**config.mk**
```make
export PLATFORM = sky130hd
export DESIGN_NAME = rx_strength_ctrl
export DESIGN_NICKNAME = d
export VERILOG_FILES = /design/src/rxs_pkg.sv /design/src/rx_strength_ctrl.sv
export VERILOG_INCLUDE_DIRS = /design/src
export SDC_FILE = /design/constraint.sdc
export NUM_CORES = 1
export LEC_CHECK = 0
export ABC_AREA = 1
export BUFFER_PORTS_ARGS = -buffer_cell sky130_fd_sc_hd__buf_2
export CORE_ASPECT_RATIO = 0.9
export CORE_MARGIN = 10
export CORE_UTILIZATION = 50
export DETAILED_ROUTE_END_ITERATION = 8
export PLACE_DENSITY_LB_ADDON = 0.05
export SLEW_MARGIN = 5
export SYNTH_ARGS = -nofsm -noshare
export SYNTH_HDL_FRONTEND = slang
export SYNTH_SLANG_ARGS = --single-unit
```
**constraint.sdc**
```tcl
create_clock -name CLOCK -period 8.9 [get_ports CLOCK]
set_clock_uncertainty 0.05 [all_clocks]
set_input_delay 0.445 -clock CLOCK [delete_from_list [all_inputs] [get_ports CLOCK]]
set_output_delay 0.445 -clock CLOCK [all_outputs]
set_load 0.03 [all_outputs]
```
**src/rxs_defines.svh**
```systemverilog
// Constants for the receive strength and gain control block
`ifndef RXS_DEFINES_SVH
`define RXS_DEFINES_SVH

`define OCP_LOW_LAST_CODE  5'h0F
`define OCP_SAT_FIRST_CODE 5'h1B
`define OCP_LOW_BASE_MA    8'h2D
`define OCP_LOW_STEP_MA    8'h05
`define OCP_HIGH_STEP_MA   9'h00A
`define OCP_HIGH_SUB_MA    9'h01E
`define OCP_MAX_MA         8'hF0

`define GAIN_CODE_G1       3'h1
`define GAIN_CODE_G2       3'h2
`define GAIN_CODE_G3       3'h3
`define GAIN_CODE_G4       3'h4
`define GAIN_CODE_G5       3'h6
`define GAIN_CODE_G6       3'h7
`define GAIN_DB_G1         8'h00
`define GAIN_DB_G2         8'hFA
`define GAIN_DB_G3         8'hF4
`define GAIN_DB_G4         8'hE8
`define GAIN_DB_G5         8'hE6
`define GAIN_DB_G6         8'hD0

`define STRENGTH_MAX       10'h0FF
`define PKT_AVG_SHIFT      3

`endif

```
**src/rxs_pkg.sv**
```systemverilog
// Types shared by the receive strength and gain control block
package rxs_pkg;

    typedef enum logic [1:0] {
        RX_IDLE,
        RX_WAITING,
        RX_RUNNING
    } rx_state_t;

    typedef struct packed {
        logic [7:0] first;
        logic [7:0] second;
        logic [7:0] third;
        logic [7:0] fourth;
        logic [7:0] last;
    } agc_thresholds_t;

    typedef struct packed {
        logic       valid;
        logic [7:0] data;
    } rx_data_t;

endpackage

```
**src/rx_strength_ctrl.sv**
```systemverilog
// Receive strength measurement, gain step choice and current limit decode
`include "rxs_defines.svh"
`timescale 1ns/1ps
`default_nettype none

module rx_strength_ctrl (
    input  wire logic                      CLOCK,
    input  wire logic                      ARST_N,
    input  wire logic [4:0]                PA_CURRENT_LIMIT_CODE,
    output logic      [7:0]                PA_CURRENT_LIMIT_MA,
    input  wire logic                      RX_MODE_ON,
    input  wire logic                      DETECT_ON_PREAMBLE,
    input  wire logic                      PREAMBLE_FOUND,
    input  wire logic [7:0]                STRENGTH_DETECT_LEVEL,
    input  wire rxs_pkg::rx_data_t         RX_DATA_IN,
    output rxs_pkg::rx_data_t              RX_DATA_OUT,
    output logic                           RX_ACTIVE,
    input  wire rxs_pkg::agc_thresholds_t  AGC_THRESHOLDS,
    output logic      [2:0]                LNA_GAIN_STEP_CODE,
    output logic      [7:0]                LNA_GAIN_DB,
    input  wire logic                      SAMPLE_VALID,
    input  wire logic [7:0]                STRENGTH_SAMPLE,
    input  wire logic [4:0]                STRENGTH_COMPENSATION_OFFSET,
    input  wire logic [2:0]                STRENGTH_AVERAGE_COUNT_CODE,
    input  wire logic                      CAL_START,
    output logic      [7:0]                FSK_STRENGTH_READING,
    output logic                           STRENGTH_VALID,
    input  wire logic                      HEADER_VALID_EVENT,
    input  wire logic                      RECEIVE_DONE_EVENT,
    input  wire logic [7:0]                PACKET_NOISE_RATIO_IN,
    output logic      [7:0]                INSTANT_STRENGTH,
    output logic      [7:0]                PACKET_STRENGTH_AVERAGE,
    output logic      [7:0]                PACKET_NOISE_RATIO
);
    import rxs_pkg::*;

    logic rst_meta_r;
    logic rst_n;

    // Reset is applied at once but released only after two clean edges
    always_ff @(posedge CLOCK or negedge ARST_N) begin
        if (!ARST_N) begin
            rst_meta_r <= 1'b0;
            rst_n      <= 1'b0;
        end else begin
            rst_meta_r <= 1'b1;
            rst_n      <= rst_meta_r;
        end
    end

    function automatic logic [7:0] limit_ma(input logic [4:0] code);
        logic [8:0] hi;
        hi = 9'h000;
        if (code <= `OCP_LOW_LAST_CODE) begin
            limit_ma = `OCP_LOW_BASE_MA
                     + 8'({3'h0, code} * `OCP_LOW_STEP_MA);
        end else if (code <= `OCP_SAT_FIRST_CODE) begin
            hi = 9'({4'h0, code} * `OCP_HIGH_STEP_MA) - `OCP_HIGH_SUB_MA;
            limit_ma = hi[7:0];
        end else begin
            limit_ma = `OCP_MAX_MA;
        end
    endfunction

    // Current limit decode
    logic [7:0] limit_nxt;

    always_comb begin
        limit_nxt = limit_ma(PA_CURRENT_LIMIT_CODE);
    end

    always_ff @(posedge CLOCK or negedge ARST_N) begin
        if (!ARST_N) begin
            PA_CURRENT_LIMIT_MA <= `OCP_LOW_BASE_MA;
        end else if (!rst_n) begin
            PA_CURRENT_LIMIT_MA <= `OCP_LOW_BASE_MA;
        end else begin
            PA_CURRENT_LIMIT_MA <= limit_nxt;
        end
    end

    // Receiver enabled / active sequencing
    rx_state_t state_r;
    rx_state_t state_nxt;
    rx_data_t  data_nxt;
    logic      criterion;

    // Smaller reading means stronger signal
    always_comb begin
        criterion = DETECT_ON_PREAMBLE ? PREAMBLE_FOUND
                  : (STRENGTH_VALID
                     && FSK_STRENGTH_READING <= STRENGTH_DETECT_LEVEL);
    end

    always_comb begin
        state_nxt = state_r;
        data_nxt  = '0;
        unique case (state_r)
            RX_IDLE: begin
                if (RX_MODE_ON) begin
                    state_nxt = RX_WAITING;
                end
            end
            RX_WAITING: begin
                if (!RX_MODE_ON) begin
                    state_nxt = RX_IDLE;
                end else if (criterion) begin
                    state_nxt = RX_RUNNING;
                end
            end
            RX_RUNNING: begin
                if (!RX_MODE_ON) begin
                    state_nxt = RX_IDLE;
                end else begin
                    data_nxt = RX_DATA_IN;
                end
            end
        endcase
    end

    always_ff @(posedge CLOCK or negedge ARST_N) begin
        if (!ARST_N) begin
            state_r     <= RX_IDLE;
            RX_DATA_OUT <= '0;
            RX_ACTIVE   <= 1'b0;
        end else if (!rst_n) begin
            state_r     <= RX_IDLE;
            RX_DATA_OUT <= '0;
            RX_ACTIVE   <= 1'b0;
        end else begin
            state_r     <= state_nxt;
            RX_DATA_OUT <= data_nxt;
            RX_ACTIVE   <= (state_nxt == RX_RUNNING);
        end
    end

    // Gain step choice; samples count up as the input gets weaker
    logic [2:0] gain_code_nxt;
    logic [7:0] gain_db_nxt;

    always_comb begin
        gain_code_nxt = LNA_GAIN_STEP_CODE;
        gain_db_nxt   = LNA_GAIN_DB;
        if (SAMPLE_VALID) begin
            if (STRENGTH_SAMPLE >= AGC_THRESHOLDS.first) begin
                gain_code_nxt = `GAIN_CODE_G1;
                gain_db_nxt   = `GAIN_DB_G1;
            end else if (STRENGTH_SAMPLE >= AGC_THRESHOLDS.second) begin
                gain_code_nxt = `GAIN_CODE_G2;
                gain_db_nxt   = `GAIN_DB_G2;
            end else if (STRENGTH_SAMPLE >= AGC_THRESHOLDS.third) begin
                gain_code_nxt = `GAIN_CODE_G3;
                gain_db_nxt   = `GAIN_DB_G3;
            end else if (STRENGTH_SAMPLE >= AGC_THRESHOLDS.fourth) begin
                gain_code_nxt = `GAIN_CODE_G4;
                gain_db_nxt   = `GAIN_DB_G4;
            end else if (STRENGTH_SAMPLE >= AGC_THRESHOLDS.last) begin
                gain_code_nxt = `GAIN_CODE_G5;
                gain_db_nxt   = `GAIN_DB_G5;
            end else begin
                gain_code_nxt = `GAIN_CODE_G6;
                gain_db_nxt   = `GAIN_DB_G6;
            end
        end
    end

    always_ff @(posedge CLOCK or negedge ARST_N) begin
        if (!ARST_N) begin
            LNA_GAIN_STEP_CODE <= `GAIN_CODE_G1;
            LNA_GAIN_DB        <= `GAIN_DB_G1;
        end else if (!rst_n) begin
            LNA_GAIN_STEP_CODE <= `GAIN_CODE_G1;
            LNA_GAIN_DB        <= `GAIN_DB_G1;
        end else begin
            LNA_GAIN_STEP_CODE <= gain_code_nxt;
            LNA_GAIN_DB        <= gain_db_nxt;
        end
    end

    // Windowed strength average; window length sets settling time
    logic [15:0] acc_r;
    logic [15:0] acc_nxt;
    logic [8:0]  cnt_r;
    logic [8:0]  cnt_nxt;
    logic [2:0]  code_r;
    logic [7:0]  reading_nxt;
    logic        valid_nxt;
    logic [8:0]  win_len;
    logic [15:0] avg;
    logic [9:0]  sum;
    logic [3:0]  win_exp;
    logic [15:0] win_sum;

    always_comb begin
        // Four bits so the widest window (code 7) does not wrap to one
        win_exp     = {1'b0, STRENGTH_AVERAGE_COUNT_CODE} + 4'h1;
        win_len     = 9'h001 << win_exp;
        avg         = win_sum >> win_exp;
        // Offset after averaging so a change shows on the next result
        sum = {2'b00, avg[7:0]}
            + {{5{STRENGTH_COMPENSATION_OFFSET[4]}},
               STRENGTH_COMPENSATION_OFFSET};
        acc_nxt     = acc_r;
        cnt_nxt     = cnt_r;
        reading_nxt = FSK_STRENGTH_READING;
        valid_nxt   = STRENGTH_VALID;
        if (CAL_START || code_r != STRENGTH_AVERAGE_COUNT_CODE) begin
            acc_nxt   = 16'h0000;
            cnt_nxt   = 9'h000;
            valid_nxt = 1'b0;
        end else if (SAMPLE_VALID) begin
            acc_nxt = acc_r + {8'h00, STRENGTH_SAMPLE};
            cnt_nxt = cnt_r + 9'h001;
            if (cnt_nxt == win_len) begin
                valid_nxt = 1'b1;
                cnt_nxt   = 9'h000;
                acc_nxt   = 16'h0000;
                // Clamp rather than wrap at either end of the scale
                if (sum[9]) begin
                    reading_nxt = 8'h00;
                end else if (sum > `STRENGTH_MAX) begin
                    reading_nxt = 8'hFF;
                end else begin
                    reading_nxt = sum[7:0];
                end
            end
        end
    end

    // Recompute the average the same cycle the window closes
    always_comb begin
        win_sum = acc_r + {8'h00, STRENGTH_SAMPLE};
    end

    always_ff @(posedge CLOCK or negedge ARST_N) begin
        if (!ARST_N) begin
            acc_r                <= 16'h0000;
            cnt_r                <= 9'h000;
            code_r               <= 3'h0;
            FSK_STRENGTH_READING <= 8'hFF;
            STRENGTH_VALID       <= 1'b0;
        end else if (!rst_n) begin
            acc_r                <= 16'h0000;
            cnt_r                <= 9'h000;
            code_r               <= 3'h0;
            FSK_STRENGTH_READING <= 8'hFF;
            STRENGTH_VALID       <= 1'b0;
        end else begin
            acc_r                <= acc_nxt;
            cnt_r                <= cnt_nxt;
            code_r               <= STRENGTH_AVERAGE_COUNT_CODE;
            FSK_STRENGTH_READING <= reading_nxt;
            STRENGTH_VALID       <= valid_nxt;
        end
    end

    // Long range readings: instantaneous and per-packet average
    logic       in_pkt_r;
    logic       in_pkt_nxt;
    logic [7:0] pkt_avg_r;
    logic [7:0] pkt_avg_nxt;
    logic [7:0] inst_nxt;
    logic [7:0] pkt_out_nxt;
    logic [7:0] snr_nxt;
    logic [8:0] diff;

    always_comb begin
        inst_nxt    = SAMPLE_VALID ? STRENGTH_SAMPLE : INSTANT_STRENGTH;
        in_pkt_nxt  = in_pkt_r;
        pkt_avg_nxt = pkt_avg_r;
        pkt_out_nxt = PACKET_STRENGTH_AVERAGE;
        snr_nxt     = PACKET_NOISE_RATIO;
        diff = {1'b0, STRENGTH_SAMPLE} - {1'b0, pkt_avg_r};
        if (HEADER_VALID_EVENT) begin
            in_pkt_nxt  = 1'b1;
            pkt_avg_nxt = STRENGTH_SAMPLE;
        end else if (in_pkt_r && SAMPLE_VALID) begin
            // First-order smoothing avoids a divider per packet length
            pkt_avg_nxt = pkt_avg_r
                + 8'($signed(diff) >>> `PKT_AVG_SHIFT);
        end
        if (RECEIVE_DONE_EVENT && in_pkt_r) begin
            in_pkt_nxt  = 1'b0;
            pkt_out_nxt = pkt_avg_nxt;
            snr_nxt     = PACKET_NOISE_RATIO_IN;
        end
    end

    always_ff @(posedge CLOCK or negedge ARST_N) begin
        if (!ARST_N) begin
            in_pkt_r                <= 1'b0;
            pkt_avg_r               <= 8'h00;
            INSTANT_STRENGTH        <= 8'h00;
            PACKET_STRENGTH_AVERAGE <= 8'h00;
            PACKET_NOISE_RATIO      <= 8'h00;
        end else if (!rst_n) begin
            in_pkt_r                <= 1'b0;
            pkt_avg_r               <= 8'h00;
            INSTANT_STRENGTH        <= 8'h00;
            PACKET_STRENGTH_AVERAGE <= 8'h00;
            PACKET_NOISE_RATIO      <= 8'h00;
        end else begin
            in_pkt_r                <= in_pkt_nxt;
            pkt_avg_r               <= pkt_avg_nxt;
            INSTANT_STRENGTH        <= inst_nxt;
            PACKET_STRENGTH_AVERAGE <= pkt_out_nxt;
            PACKET_NOISE_RATIO      <= snr_nxt;
        end
    end

    property p_ocp_low;
        @(posedge CLOCK) disable iff (!rst_n)
        PA_CURRENT_LIMIT_CODE <= 5'h0F |=>
            PA_CURRENT_LIMIT_MA == 8'(45 + 5 * $past(PA_CURRENT_LIMIT_CODE));
    endproperty
    a_ocp_low: assert property (p_ocp_low)
        else $error("current limit wrong for low trim code");

    property p_ocp_high;
        @(posedge CLOCK) disable iff (!rst_n)
        PA_CURRENT_LIMIT_CODE inside {[5'h10:5'h1B]} |=>
            PA_CURRENT_LIMIT_MA == 8'(10 * $past(PA_CURRENT_LIMIT_CODE) - 30);
    endproperty
    a_ocp_high: assert property (p_ocp_high)
        else $error("current limit wrong for high trim code");

    property p_ocp_sat;
        @(posedge CLOCK) disable iff (!rst_n)
        PA_CURRENT_LIMIT_CODE > 5'h1B |=> PA_CURRENT_LIMIT_MA == 8'hF0;
    endproperty
    a_ocp_sat: assert property (p_ocp_sat)
        else $error("current limit not saturated");

    property p_wait;
        @(posedge CLOCK) disable iff (!rst_n)
        state_r != RX_RUNNING && !criterion |=> !RX_ACTIVE;
    endproperty
    a_wait: assert property (p_wait)
        else $error("receiver active without detection");

    property p_go_active;
        @(posedge CLOCK) disable iff (!rst_n)
        state_r == RX_WAITING && RX_MODE_ON && criterion
            ##1 RX_MODE_ON |=> RX_ACTIVE;
    endproperty
    a_go_active: assert property (p_go_active)
        else $error("receiver did not go active");

    property p_data_gate;
        @(posedge CLOCK) disable iff (!rst_n)
        RX_DATA_OUT.valid |-> $past(RX_ACTIVE) && $past(RX_DATA_IN.valid);
    endproperty
    a_data_gate: assert property (p_data_gate)
        else $error("data passed while not active");

    property p_gain_low;
        @(posedge CLOCK) disable iff (!rst_n)
        SAMPLE_VALID && STRENGTH_SAMPLE >= AGC_THRESHOLDS.first |=>
            LNA_GAIN_STEP_CODE == 3'h1 && LNA_GAIN_DB == 8'h00;
    endproperty
    a_gain_low: assert property (p_gain_low)
        else $error("weak input did not pick full gain");

    property p_gain_high;
        @(posedge CLOCK) disable iff (!rst_n)
        SAMPLE_VALID && STRENGTH_SAMPLE < AGC_THRESHOLDS.last |=>
            LNA_GAIN_STEP_CODE == 3'h7 && LNA_GAIN_DB == 8'hD0;
    endproperty
    a_gain_high: assert property (p_gain_high)
        else $error("strong input did not pick lowest gain");

    property p_cal;
        @(posedge CLOCK) disable iff (!rst_n)
        CAL_START |=> !STRENGTH_VALID && cnt_r == 9'h000;
    endproperty
    a_cal: assert property (p_cal)
        else $error("calibration did not restart averaging");

    property p_inst;
        @(posedge CLOCK) disable iff (!rst_n)
        SAMPLE_VALID |=> INSTANT_STRENGTH == $past(STRENGTH_SAMPLE);
    endproperty
    a_inst: assert property (p_inst)
        else $error("instantaneous strength not updated");

    property p_offset;
        @(posedge CLOCK) disable iff (!rst_n)
        valid_nxt && !STRENGTH_VALID && !sum[9] && sum <= 10'h0FF |=>
            FSK_STRENGTH_READING == $past(sum[7:0]);
    endproperty
    a_offset: assert property (p_offset)
        else $error("offset not applied to average");

    property p_window;
        @(posedge CLOCK) disable iff (!rst_n)
        cnt_r <= 9'h100;
    endproperty
    a_window: assert property (p_window)
        else $error("average window exceeded 256 samples");

endmodule // rx_strength_ctrl

`default_nettype wire

```
### Yosys cells after proc, flatten, opt, wreduce, memory -nomap -nowiden

Index checks and enable logic that the tools add are counted.

| storage, ports and cells | value |
|---|---|
| register bits after elaboration | 103 |
| latch bits | 0 |
| bits in writable memories | 0 |
| ROM bits | 0 |
| input bits | 95 |
| output and inout bits | 62 |
| word-level logic and storage cells | 118 |
| memories kept | 0 |

| operators by class | value |
|---|---|
| $add $sub $neg | 8 |
| $mul | 2 |
| div/mod/pow operators | 0 |
| $lt $le $gt $ge | 9 |
| eq/ne operators | 12 |
| shift operators | 2 |
| mux-type cells | 59 |
| bitwise operators | 0 |
| reduce and logical (&&, ||, !) cells | 7 |

Operator list:

| operator | number |
|---|---|
| 8-bit 2-to-1 mux | 21 |
| 16-bit 2-to-1 mux | 4 |
| 9-bit 2-to-1 mux | 7 |
| 8-bit greater-or-equal comparator | 5 |
| 6-bit 2-to-1 mux | 4 |
| 3-bit 2-to-1 mux | 6 |
| 16-bit by 8-bit adder with 16-bit output | 1 |
| 16-bit by 4-bit >> shifter with 8-bit output | 1 |
| 2-bit 2-to-1 mux | 6 |
| 9-bit by 5-bit adder with 10-bit output | 1 |
| 10-bit by 8-bit > comparator with 1-bit output (second input constant) | 1 |
| 1-bit 2-to-1 mux | 10 |
| 9-bit by 1-bit adder with 9-bit output (second input constant) | 1 |
| 9-bit == test | 1 |
| 1-bit by 4-bit left shift with 9-bit output (first input constant) | 1 |
| 8-bit by 8-bit subtractor with 9-bit output | 1 |
| 6-bit by 8-bit adder with 8-bit output (first input constant) | 1 |
| 8-bit adder | 1 |
| 8-bit less-or-equal comparator | 1 |
| 5-bit by 3-bit multiplier with 8-bit output (second input constant) | 1 |
| 8-bit by 5-bit subtractor with 8-bit output (second input constant) | 1 |
| 5-bit by 3-bit multiplier with 7-bit output (second input constant) | 1 |
| 3-bit by 2-bit inequality test with 1-bit output (second input constant) | 2 |
| 2-bit case mux with 3 select lines | 1 |
| 14 further kinds | 19 |

### Longest topological paths before layout

Gate-level depths: netlist of the first run.

| logic depth | value |
|---|---|
| depth in word-level cells | 10 |
| depth in mapped cells | 29 |

### Worst setup path before layout of the first run

OpenSTA, ideal clock, no wires.

| timing path | value |
|---|---|
| path kind | input -> register |
| from | in STRENGTH_SAMPLE[0] |
| to | reg FSK_STRENGTH_READING[7] |
| setup time | 76 ps |
| arrival | 3351 ps |
| setup slack | 5424 ps |
| stages | 27 |
| cells stage by stage | ha_1 inv_1 fa_1 inv_1 nand3_1 nand2_1 nand2_1 nand2_1 nand2_1 nand3_1 nand2_1 nand2_1 nand2_1 nand2_1 o21ai_0 ha_1 fa_1 nand3_1 nand3_1 nand4_1 nand2_1 nand2_1 nand2_1 o21ai_0 nand2_1 nand2_1 nand2_1 |

| between the ends | value |
|---|---|
| cells in the longest elaborated chain, start to end | 10 |

RTL lines:

| item | line | source |
|---|---|---|
| start, declared | rx_strength_ctrl.sv:22 | `input wire logic [7:0] STRENGTH_SAMPLE,` |
| 16-bit by 8-bit adder with 16-bit output (*) | rx_strength_ctrl.sv:232 | `win_sum = acc_r + {8'h00, STRENGTH_SAMPLE};` |
| 16-bit by 4-bit >> shifter with 8-bit output (*) | rx_strength_ctrl.sv:198 | `avg = win_sum >> win_exp;` |
| 9-bit by 5-bit adder with 10-bit output (*) | rx_strength_ctrl.sv:201 | `+ {{5{STRENGTH_COMPENSATION_OFFSET[4]}},` |
| 10-bit by 8-bit > comparator with 1-bit output (no source line) | n/a |  |
| 8-bit 2-to-1 mux | rx_strength_ctrl.sv:221 | `` end else if (sum > `STRENGTH_MAX) begin `` |
| 8-bit 2-to-1 mux (*) | rx_strength_ctrl.sv:219 | `if (sum[9]) begin` |
| 8-bit 2-to-1 mux (*) | rx_strength_ctrl.sv:214 | `if (cnt_nxt == win_len) begin` |
| 8-bit 2-to-1 mux (*) | rx_strength_ctrl.sv:211 | `end else if (SAMPLE_VALID) begin` |
| 8-bit 2-to-1 mux (*) | rx_strength_ctrl.sv:207 | `if (CAL_START \|\| code_r != STRENGTH_AVERAGE_COUNT_CODE) begin` |
| 8-bit 2-to-1 mux (*) | rx_strength_ctrl.sv:242 | `end else if (!rst_n) begin` |
| end signal, assigned | rx_strength_ctrl.sv:252 | `FSK_STRENGTH_READING <= reading_nxt;` |
| end, declared | rx_strength_ctrl.sv:26 | `output logic [7:0] FSK_STRENGTH_READING,` |

Mark *: on every way between the ends. The rest lies on a longest branch, timed or not. The select of a mux whose other input is x is not followed.
A chain may end at the register's enable or synchronous reset.

### Worst setup path after layout of the first run

| timing path | value |
|---|---|
| from | reg acc_r[0] |
| to | reg FSK_STRENGTH_READING[7] |

| between the ends | value |
|---|---|
| cells in the longest elaborated chain, start to end | 10 |

RTL lines:

| item | line | source |
|---|---|---|
| start, declared | rx_strength_ctrl.sv:181 | `logic [15:0] acc_r;` |
| start signal, assigned | rx_strength_ctrl.sv:249 | `acc_r <= acc_nxt;` |
| 16-bit by 8-bit adder with 16-bit output (*) | rx_strength_ctrl.sv:232 |  |
| 16-bit by 4-bit >> shifter with 8-bit output (*) | rx_strength_ctrl.sv:198 |  |
| 9-bit by 5-bit adder with 10-bit output (*) | rx_strength_ctrl.sv:201 |  |
| 10-bit by 8-bit > comparator with 1-bit output (no source line) | n/a |  |
| 8-bit 2-to-1 mux | rx_strength_ctrl.sv:221 |  |
| 8-bit 2-to-1 mux (*) | rx_strength_ctrl.sv:219 |  |
| 8-bit 2-to-1 mux (*) | rx_strength_ctrl.sv:214 |  |
| 8-bit 2-to-1 mux (*) | rx_strength_ctrl.sv:211 |  |
| 8-bit 2-to-1 mux (*) | rx_strength_ctrl.sv:207 |  |
| 8-bit 2-to-1 mux (*) | rx_strength_ctrl.sv:242 |  |

Marked as above.

==> flow_metrics.py, run 1 <==
metrics = {
    "run_status": {
        "outcome": "complete, no violations",
    },
    "clock_network": {
        "cts_buffer_depth": 2,
        "cts_buffers": 9,
        "postCtsSetupBuffers": 0,
        "ctsRootBufferMaster": "clkbuf_16",
        "cts.clk_slew.worst_paths_ns": 0.07,
        "cts_max_level": 3,
        "hold_buffers": 1,
        "cts_resized": 0,
        "cts_sinks": 101,
        "clock_latency_ns": 0.37,
        "cts_tree": "yes",
    },
    "die": {
        "die_h_um": 143,
        "initial_core_util": 0.516,
        "fp.dieArea_um2": 22500,
        "io-pin-count": 157,
        "rows": 44,
        "core_area_um2": 16400,
        "die_width_um": 157,
    },
    "grt": {
        "antenna_found_initial": 0,
        "grt_first_pass_wirelength_um": 37700,
        "grt_usage": 0.203,
        "overflow": 0,
        "grt_pass1_vias": 7784,
        "grt_max_degree": 71,
    },
    "timing": {
        "finalSetupTns_ns": 0,
        "min_period_over_period": 0.427,
        "slew_headroom": 0.417,
        "fmax_mhz": 263,
        "tightestPinTransition_ns": 0.875,
        "rsz0062_at_grt": "no",
        "finalSetupViolCount": 0,
        "setup_ws_ns": 5.10,
        "fin_crit_ns": 3.80,
        "hold_violations": 0,
        "slew_viol_final": 0,
    },
    "synth": {
        "yosys_warnings": 0,
        "syn_area_um2": 8430,
        "synth_nets": 1423,
        "ys_ff_latch": 101,
        "avgSynthCellArea_um2": 6.91,
        "yosys_most_used_dff": "dfrtp_1",
        "ys_seq_area_frac": 0.302,
        "async_flop_share": 1.00,
        "synthDistinctLibCells": 46,
        "syn_inst": 1220,
        "synth-edff-count": 0,
    },
    "placed_design": {
        "pre_cts_ws_ns": 4.89,
        "dpl_cell_area_um2": 9390,
        "portBuffers": 155,
        "dp_hpwl_um": 17900,
        "gp_congestion": 0.903,
    },
    "routing": {
        "antenna_left": 0,
        "routed_wl_um": 22500,
        "avgViaCountPerCell": 5.15,
        "routedWlPerCell_um": 14.2,
        "drcViolationCount": 0,
        "num_vias": 8143,
        "dr.first_iter.drc_count": 434,
        "drt-pass1-iter-count": 5,
    },
    "final_layout": {
        "antennaDiodeCount": 0,
        "final_util": 0.593,
        "syn_to_final_growth_pct": 14.9,
        "layout_commonest_cell": "nand2_1",
        "fill_cells": 1617,
        "finalInstanceArea_um2": 9690,
        "layout_common_cells": "366 x nand2_1, 193 x inv_1, 154 x buf_2",
        "fin_nets": 1572,
        "drive_gt1_frac": 0.152,
    },
    "power_and_ir_drop": {
        "leakagePower_uw": 0.00567,
        "vdd_ir_drop_max_mv": 0.101,
        "power.density_nw_per_um2": 143,
    },
    "setup_path": {
        "critPathMaxFanout": 8,
        "path_class": "reg2reg",
        "start_kind": "register",
        "regToRegSetupSlack_ns": 5.10,
        "crit_required_ns": 9.15,
        "worstSetupEndpointType": "register",
        "crit_arrival_ns": 4.04,
    },
    "flow_run": {
        "drv_cap": 0,
    },
    "min_path": {
        "hold_path_class": "in2reg",
    },
}
## flip-flops by register name (all words and copies together), names as in the netlist, 2 cells and up
| name | flops |
|---|---|
| cnt_r | 9 |
| pkt_avg_r | 8 |
| LNA_GAIN_STEP_CODE | 3 |
| FSK_STRENGTH_READING | 8 |
| acc_r | 16 |
| LNA_GAIN_DB | 6 |
| PACKET_STRENGTH_AVERAGE | 8 |
| PA_CURRENT_LIMIT_MA | 8 |
| RX_DATA_OUT | 9 |
| INSTANT_STRENGTH | 8 |
| PACKET_NOISE_RATIO | 8 |
| code_r | 3 |
| state_r | 2 |
## report_power, final
part / switching, uW / internal, uW / leakage [uW] / total, uW
clock: 197 / 203 / 0.000146 / 400
combinational: 306 / 162 / 0.00421 / 468
sequential: 20.7 / 499 / 0.00131 / 519
total: 524 / 863 / 0.00567 / 1390
## area by class of cell
cell class	instances	area, um^2	area share
inverter	206	776	0.0800
multi-input combinational	892	5010	0.517
clock inverter	6	51.3	0.00529
tap	207	259	0.0267
timing repair buffer	159	811	0.0837
sequential	101	2540	0.262
clock buffer	10	239	0.0247
## cell families (layout without fill, tap and decap cells)
kind of cell | count (synthesis) | in the layout | synth area share
compound gates | 155 | 155 | 0.103
xor+xnor | 19 | 19 | 0.0197
fa+ha+maj | 108 | 108 | 0.165
buf+inv | 227 | 381 | 0.104
flops | 101 | 101 | 0.302
mux | 1 | 1 | 0.00119
other cells | 2 | 2 | 0.000891
simple gates | 607 | 607 | 0.304
## synthesized netlist by cell type, types with 2 or more instances
library cell,number,area (um^2)
a211oi_1,4,30.0
a21boi_0,3,22.5
a21oi_1,58,290
and2_1,4,25.0
buf_1,2,7.51
buf_4,4,30.0
clkbuf_1,13,48.8
clkinv_1,4,15.0
conb_1,2,7.51
dfrtp_1,88,2200
dfstp_2,13,342
fa_1,5,100
ha_1,103,1290
inv_1,193,724
inv_2,8,30.0
nand2_1,366,1370
nand2_2,3,18.8
nand3_1,120,601
nand3b_1,3,22.5
nand4_1,18,113
nor2_1,71,267
nor2_2,4,25.0
nor3_1,13,65.1
o211ai_1,4,30.0
o21a_1,4,30.0
o21ai_0,45,225
o21ai_1,8,40.0
o21bai_1,5,37.5
o221ai_1,2,17.5
o22ai_1,14,87.6
o31ai_1,3,22.5
or2_2,2,12.5
xnor2_1,3,26.3
xor2_1,16,140
## metrics by stage
stage / power (uW) / std cells / hold WS, ns
after global routing: 1490 / 1581 / 0.230
after floorplan: 857 / 1220 / 0.0994
after detailed placement: 995 / 1564 / 0.286
after CTS: 1400 / 1581 / 0.231
final: 1390 / 1581 / 0.240
after global placement: 991 / 1564 / 0.283
## worst max-delay path: stages (launching register included)
cell and delay (ns):
dfrtp_1 0.36, ha_1 0.21, inv_1 0.07, fa_1 0.39, inv_1 0.09, nand3_1 0.07
nand2_1 0.13, nand2_1 0.09, nand2_1 0.14, nand2_1 0.10, nand3_1 0.10, nand2_1 0.06
nand2_1 0.07, nand2_1 0.06, nand2_1 0.05, o21ai_0 0.08, ha_1 0.23, fa_1 0.42
nand3_1 0.10, nand3_1 0.10, nand4_1 0.11, nand2_1 0.06, nand2_1 0.06, nand2_1 0.12
o21ai_0 0.22, nand2_1 0.07, nand2_1 0.08, nand2_1 0.05
## path summary, 6_finish.rpt
path / startpoint / to / depth (start not counted)
setup / recovery: acc_r[0]$_DFFE_PN0P_ / FSK_STRENGTH_READING[7]$_DFFE_PN1P_ / 27
min in group asynchronous: ARST_N / INSTANT_STRENGTH[4]$_DFFE_PN0P_ / 2
setup reg to reg: acc_r[0]$_DFFE_PN0P_ / FSK_STRENGTH_READING[7]$_DFFE_PN1P_ / 27
max in group asynchronous: ARST_N / code_r[1]$_DFF_PN0_ / 3
hold reg to reg: rst_meta_r$_DFF_PN0_ / rst_n$_DFF_PN0_ / 0
hold / removal: RX_DATA_IN[4] / RX_DATA_OUT[4]$_DFF_PN0_ / 3
## per-layer routing
layer / up-vias / track usage / wire length, um / share of wire
met2: 159 / 0.330 / 10200 / 0.45
met4: 0 / 0.0402 / 234 / 0.010
met1: 3718 / 0.271 / 10900 / 0.49
met5: - / 0 / 0 / 0
met3: 27 / 0.0432 / 1160 / 0.051
li1: 4239 / - / - / -
Power figures use the tool's default switching activity.
==> run 2, diff against run 1 <==
clock period = 3.4 ns   (was 8.9 ns; I/O delays follow)
==> run 2 against run 1 <==
Net effect: register-to-register slack worse by 5.1 ns; sequential share of layout area is 2.1 points lower; count of clock-buffer cells in the layout is 1 lower; non-clock buffer count is 61 higher; first-iteration DRC count is 4.4% lower; sequential power grew to 2.6 times the previous value; wire length is 4.6% higher; die area stayed put; combinational power grew to 2.9 times the previous value; largest cell class unchanged; highest routed layer unchanged.
==> flow_metrics.py, run 2 (synthesis results as in run 1) <==
metrics = {
    "setup_path": {
        "crit_required_ns": 3.65,
        "path_class": "reg2reg",
        "regToRegSetupSlack_ns": 0.02,
        "start_kind": "register",
        "crit_arrival_ns": 3.63,
        "worstSetupEndpointType": "register",
        "critPathMaxFanout": 8,
    },
    "power_and_ir_drop": {
        "power.density_nw_per_um2": 356,
        "leakagePower_uw": 0.00599,
        "vdd_ir_drop_max_mv": 0.234,
    },
    "final_layout": {
        "regMostFlops": "acc_r",
        "antennaDiodeCount": 0,
        "largest_reg_flops": 16,
        "layout_common_cells": "339 x nand2_1, 190 x inv_1, 154 x buf_2",
        "syn_to_final_growth_pct": 25.0,
        "final_util": 0.644,
        "top_regs": "acc_r: 16 flops, RX_DATA_OUT: 9 flops, cnt_r: 9 flops",
        "fin_nets": 1633,
        "drive_gt1_frac": 0.233,
        "layout_commonest_cell": "nand2_1",
    },
    "timing": {
        "rsz0062_at_grt": "yes",
        "slew_viol_final": 0,
        "tightestPinTransition_ns": 0.894,
        "hold_ws_ns": 0.0109,
        "hold_violations": 0,
        "slew_headroom": 0.404,
        "fin_crit_ns": 3.38,
        "min_period_over_period": 0.993,
        "setup_ws_ns": 0.0238,
        "fmax_mhz": 296,
        "finalSetupViolCount": 0,
    },
    "grt": {
        "antenna_found_initial": 0,
        "overflow": 0,
        "grt_pass1_vias": 7974,
        "grt_first_pass_wirelength_um": 38500,
        "grt_usage": 0.206,
        "grt_max_degree": 72,
    },
    "clock_network": {
        "cts_tree": "yes",
        "cts.clk_slew.worst_paths_ns": 0.08,
        "cts_max_level": 3,
        "cts_buffers": 9,
        "cts_sinks": 101,
        "clock_latency_ns": 0.36,
        "ctsRootBufferMaster": "clkbuf_16",
        "cts_buffer_depth": 2,
    },
    "placed_design": {
        "pre_cts_ws_ns": -0.148,
        "dp_hpwl_um": 18200,
        "gp_congestion": 0.957,
        "portBuffers": 155,
    },
    "routing": {
        "dr.first_iter.drc_count": 415,
        "num_vias": 8453,
        "routedWlPerCell_um": 14.3,
        "drcViolationCount": 0,
        "routed_wl_um": 23500,
        "antenna_left": 0,
        "drt-pass1-iter-count": 5,
        "avgViaCountPerCell": 5.15,
    },
    "die": {
        "die_width_um": 157,
        "initial_core_util": 0.516,
        "io-pin-count": 157,
        "fp.dieArea_um2": 22500,
        "die_h_um": 143,
        "core_area_um2": 16400,
        "rows": 44,
    },
    "flow_run": {
        "drv_cap": 0,
    },
    "min_path": {
        "hold_path_class": "in2reg",
    },
    "run_status": {
        "outcome": "complete, no violations",
    },
}
==> run 2: cell types whose count changed in the layout (fill, tap and decap cells not counted), sizes merged <==
cell / previous run / this run
dlygate4sd3: 1 / 15
clkinv: 6 / 8
clkbuf: 10 / 9
buf: 158 / 205
clkinvlp: 0 / 1
inv: 206 / 204
==> run 2: stage by stage <==
step                      setup TNS [ns]  total power, uW  std cells  area [um^2]
after global placement            -0.528             2640       1606         9710
after CTS                              0             3710       1639        10200
after floorplan                        0             2240       1220         8430
after global routing               -1.70             4020       1642        10500
after detailed placement           -1.08             2660       1606         9710
final                                  0             3750       1642        10500
==> run 2: path summary, 6_finish.rpt <==
path / startpoint / endpoint / depth (start not counted)
setup / recovery: acc_r[7]$_DFFE_PN0P_ / FSK_STRENGTH_READING[4]$_DFFE_PN1P_ / 26
max in group asynchronous: ARST_N / LNA_GAIN_STEP_CODE[0]$_DFFE_PN1P_ / 3
setup reg to reg: acc_r[7]$_DFFE_PN0P_ / FSK_STRENGTH_READING[4]$_DFFE_PN1P_ / 26
min in group asynchronous: ARST_N / INSTANT_STRENGTH[4]$_DFFE_PN0P_ / 2
hold reg to reg: rst_meta_r$_DFF_PN0_ / rst_n$_DFF_PN0_ / 0
hold / removal: PACKET_NOISE_RATIO_IN[1] / PACKET_NOISE_RATIO[1]$_DFFE_PN0N_ / 3
==> run 2: layout make-up <==
cell class / count / area (um^2)
Tap cell: 207 / 259
Timing Repair Buffer: 220 / 1310
Clock buffer: 9 / 225
Sequential cell: 101 / 2540
Fill cell: 1530 / 5810
Multi-Input combinational cell: 892 / 5360
Clock inverter: 7 / 60.1
Inverter: 206 / 776
==> run 2: report_power, final <==
| group | leakage, uW | switching (uW) | internal (uW) |
|---|---|---|---|
| combinational | 0.00454 | 860 | 525 |
| clock | 0.000139 | 494 | 507 |
| sequential | 0.00131 | 56.1 | 1310 |
==> run 2: timing repair <==
action | CTS | global route
hold buffers | 15 | 0
resized for setup | 30 | 67
endpoints found under the hold margin | 79 | 0
endpoints found under the setup margin | 8 | 9
pin swaps | 11 | 30
setup buffers | 2 | 3
==> run 2: routing by layer <==
metal,up-vias,wire (um),GRT usage
li1,4362,-,-
met1,3862,11200,0.280
met2,202,11000,0.341
met3,27,1100,0.0327
met4,0,252,0.0397
met5,-,0,0
==> run 2: critical path, cell delays in order, from the launching register on <==
cell and delay, ns:
dfrtp_1 0.38, ha_1 0.34, a21o_1 0.22, nor2_2 0.22, nand2_2 0.11, buf_6 0.14, nand2_1 0.06, nand2_1 0.06
nand2_2 0.09, nand2_2 0.08, nand2_2 0.07, nand2_2 0.07, nand3_2 0.09, nand2_2 0.07, ha_4 0.29, nand3_2 0.07
nand2_2 0.08, nand4_1 0.12, nand2_2 0.11, nand2_2 0.06, nand2_1 0.07, nand2_2 0.07, nand2_4 0.15, o21ai_2 0.07
nand2_1 0.06, nand2_1 0.06, nand2_1 0.06
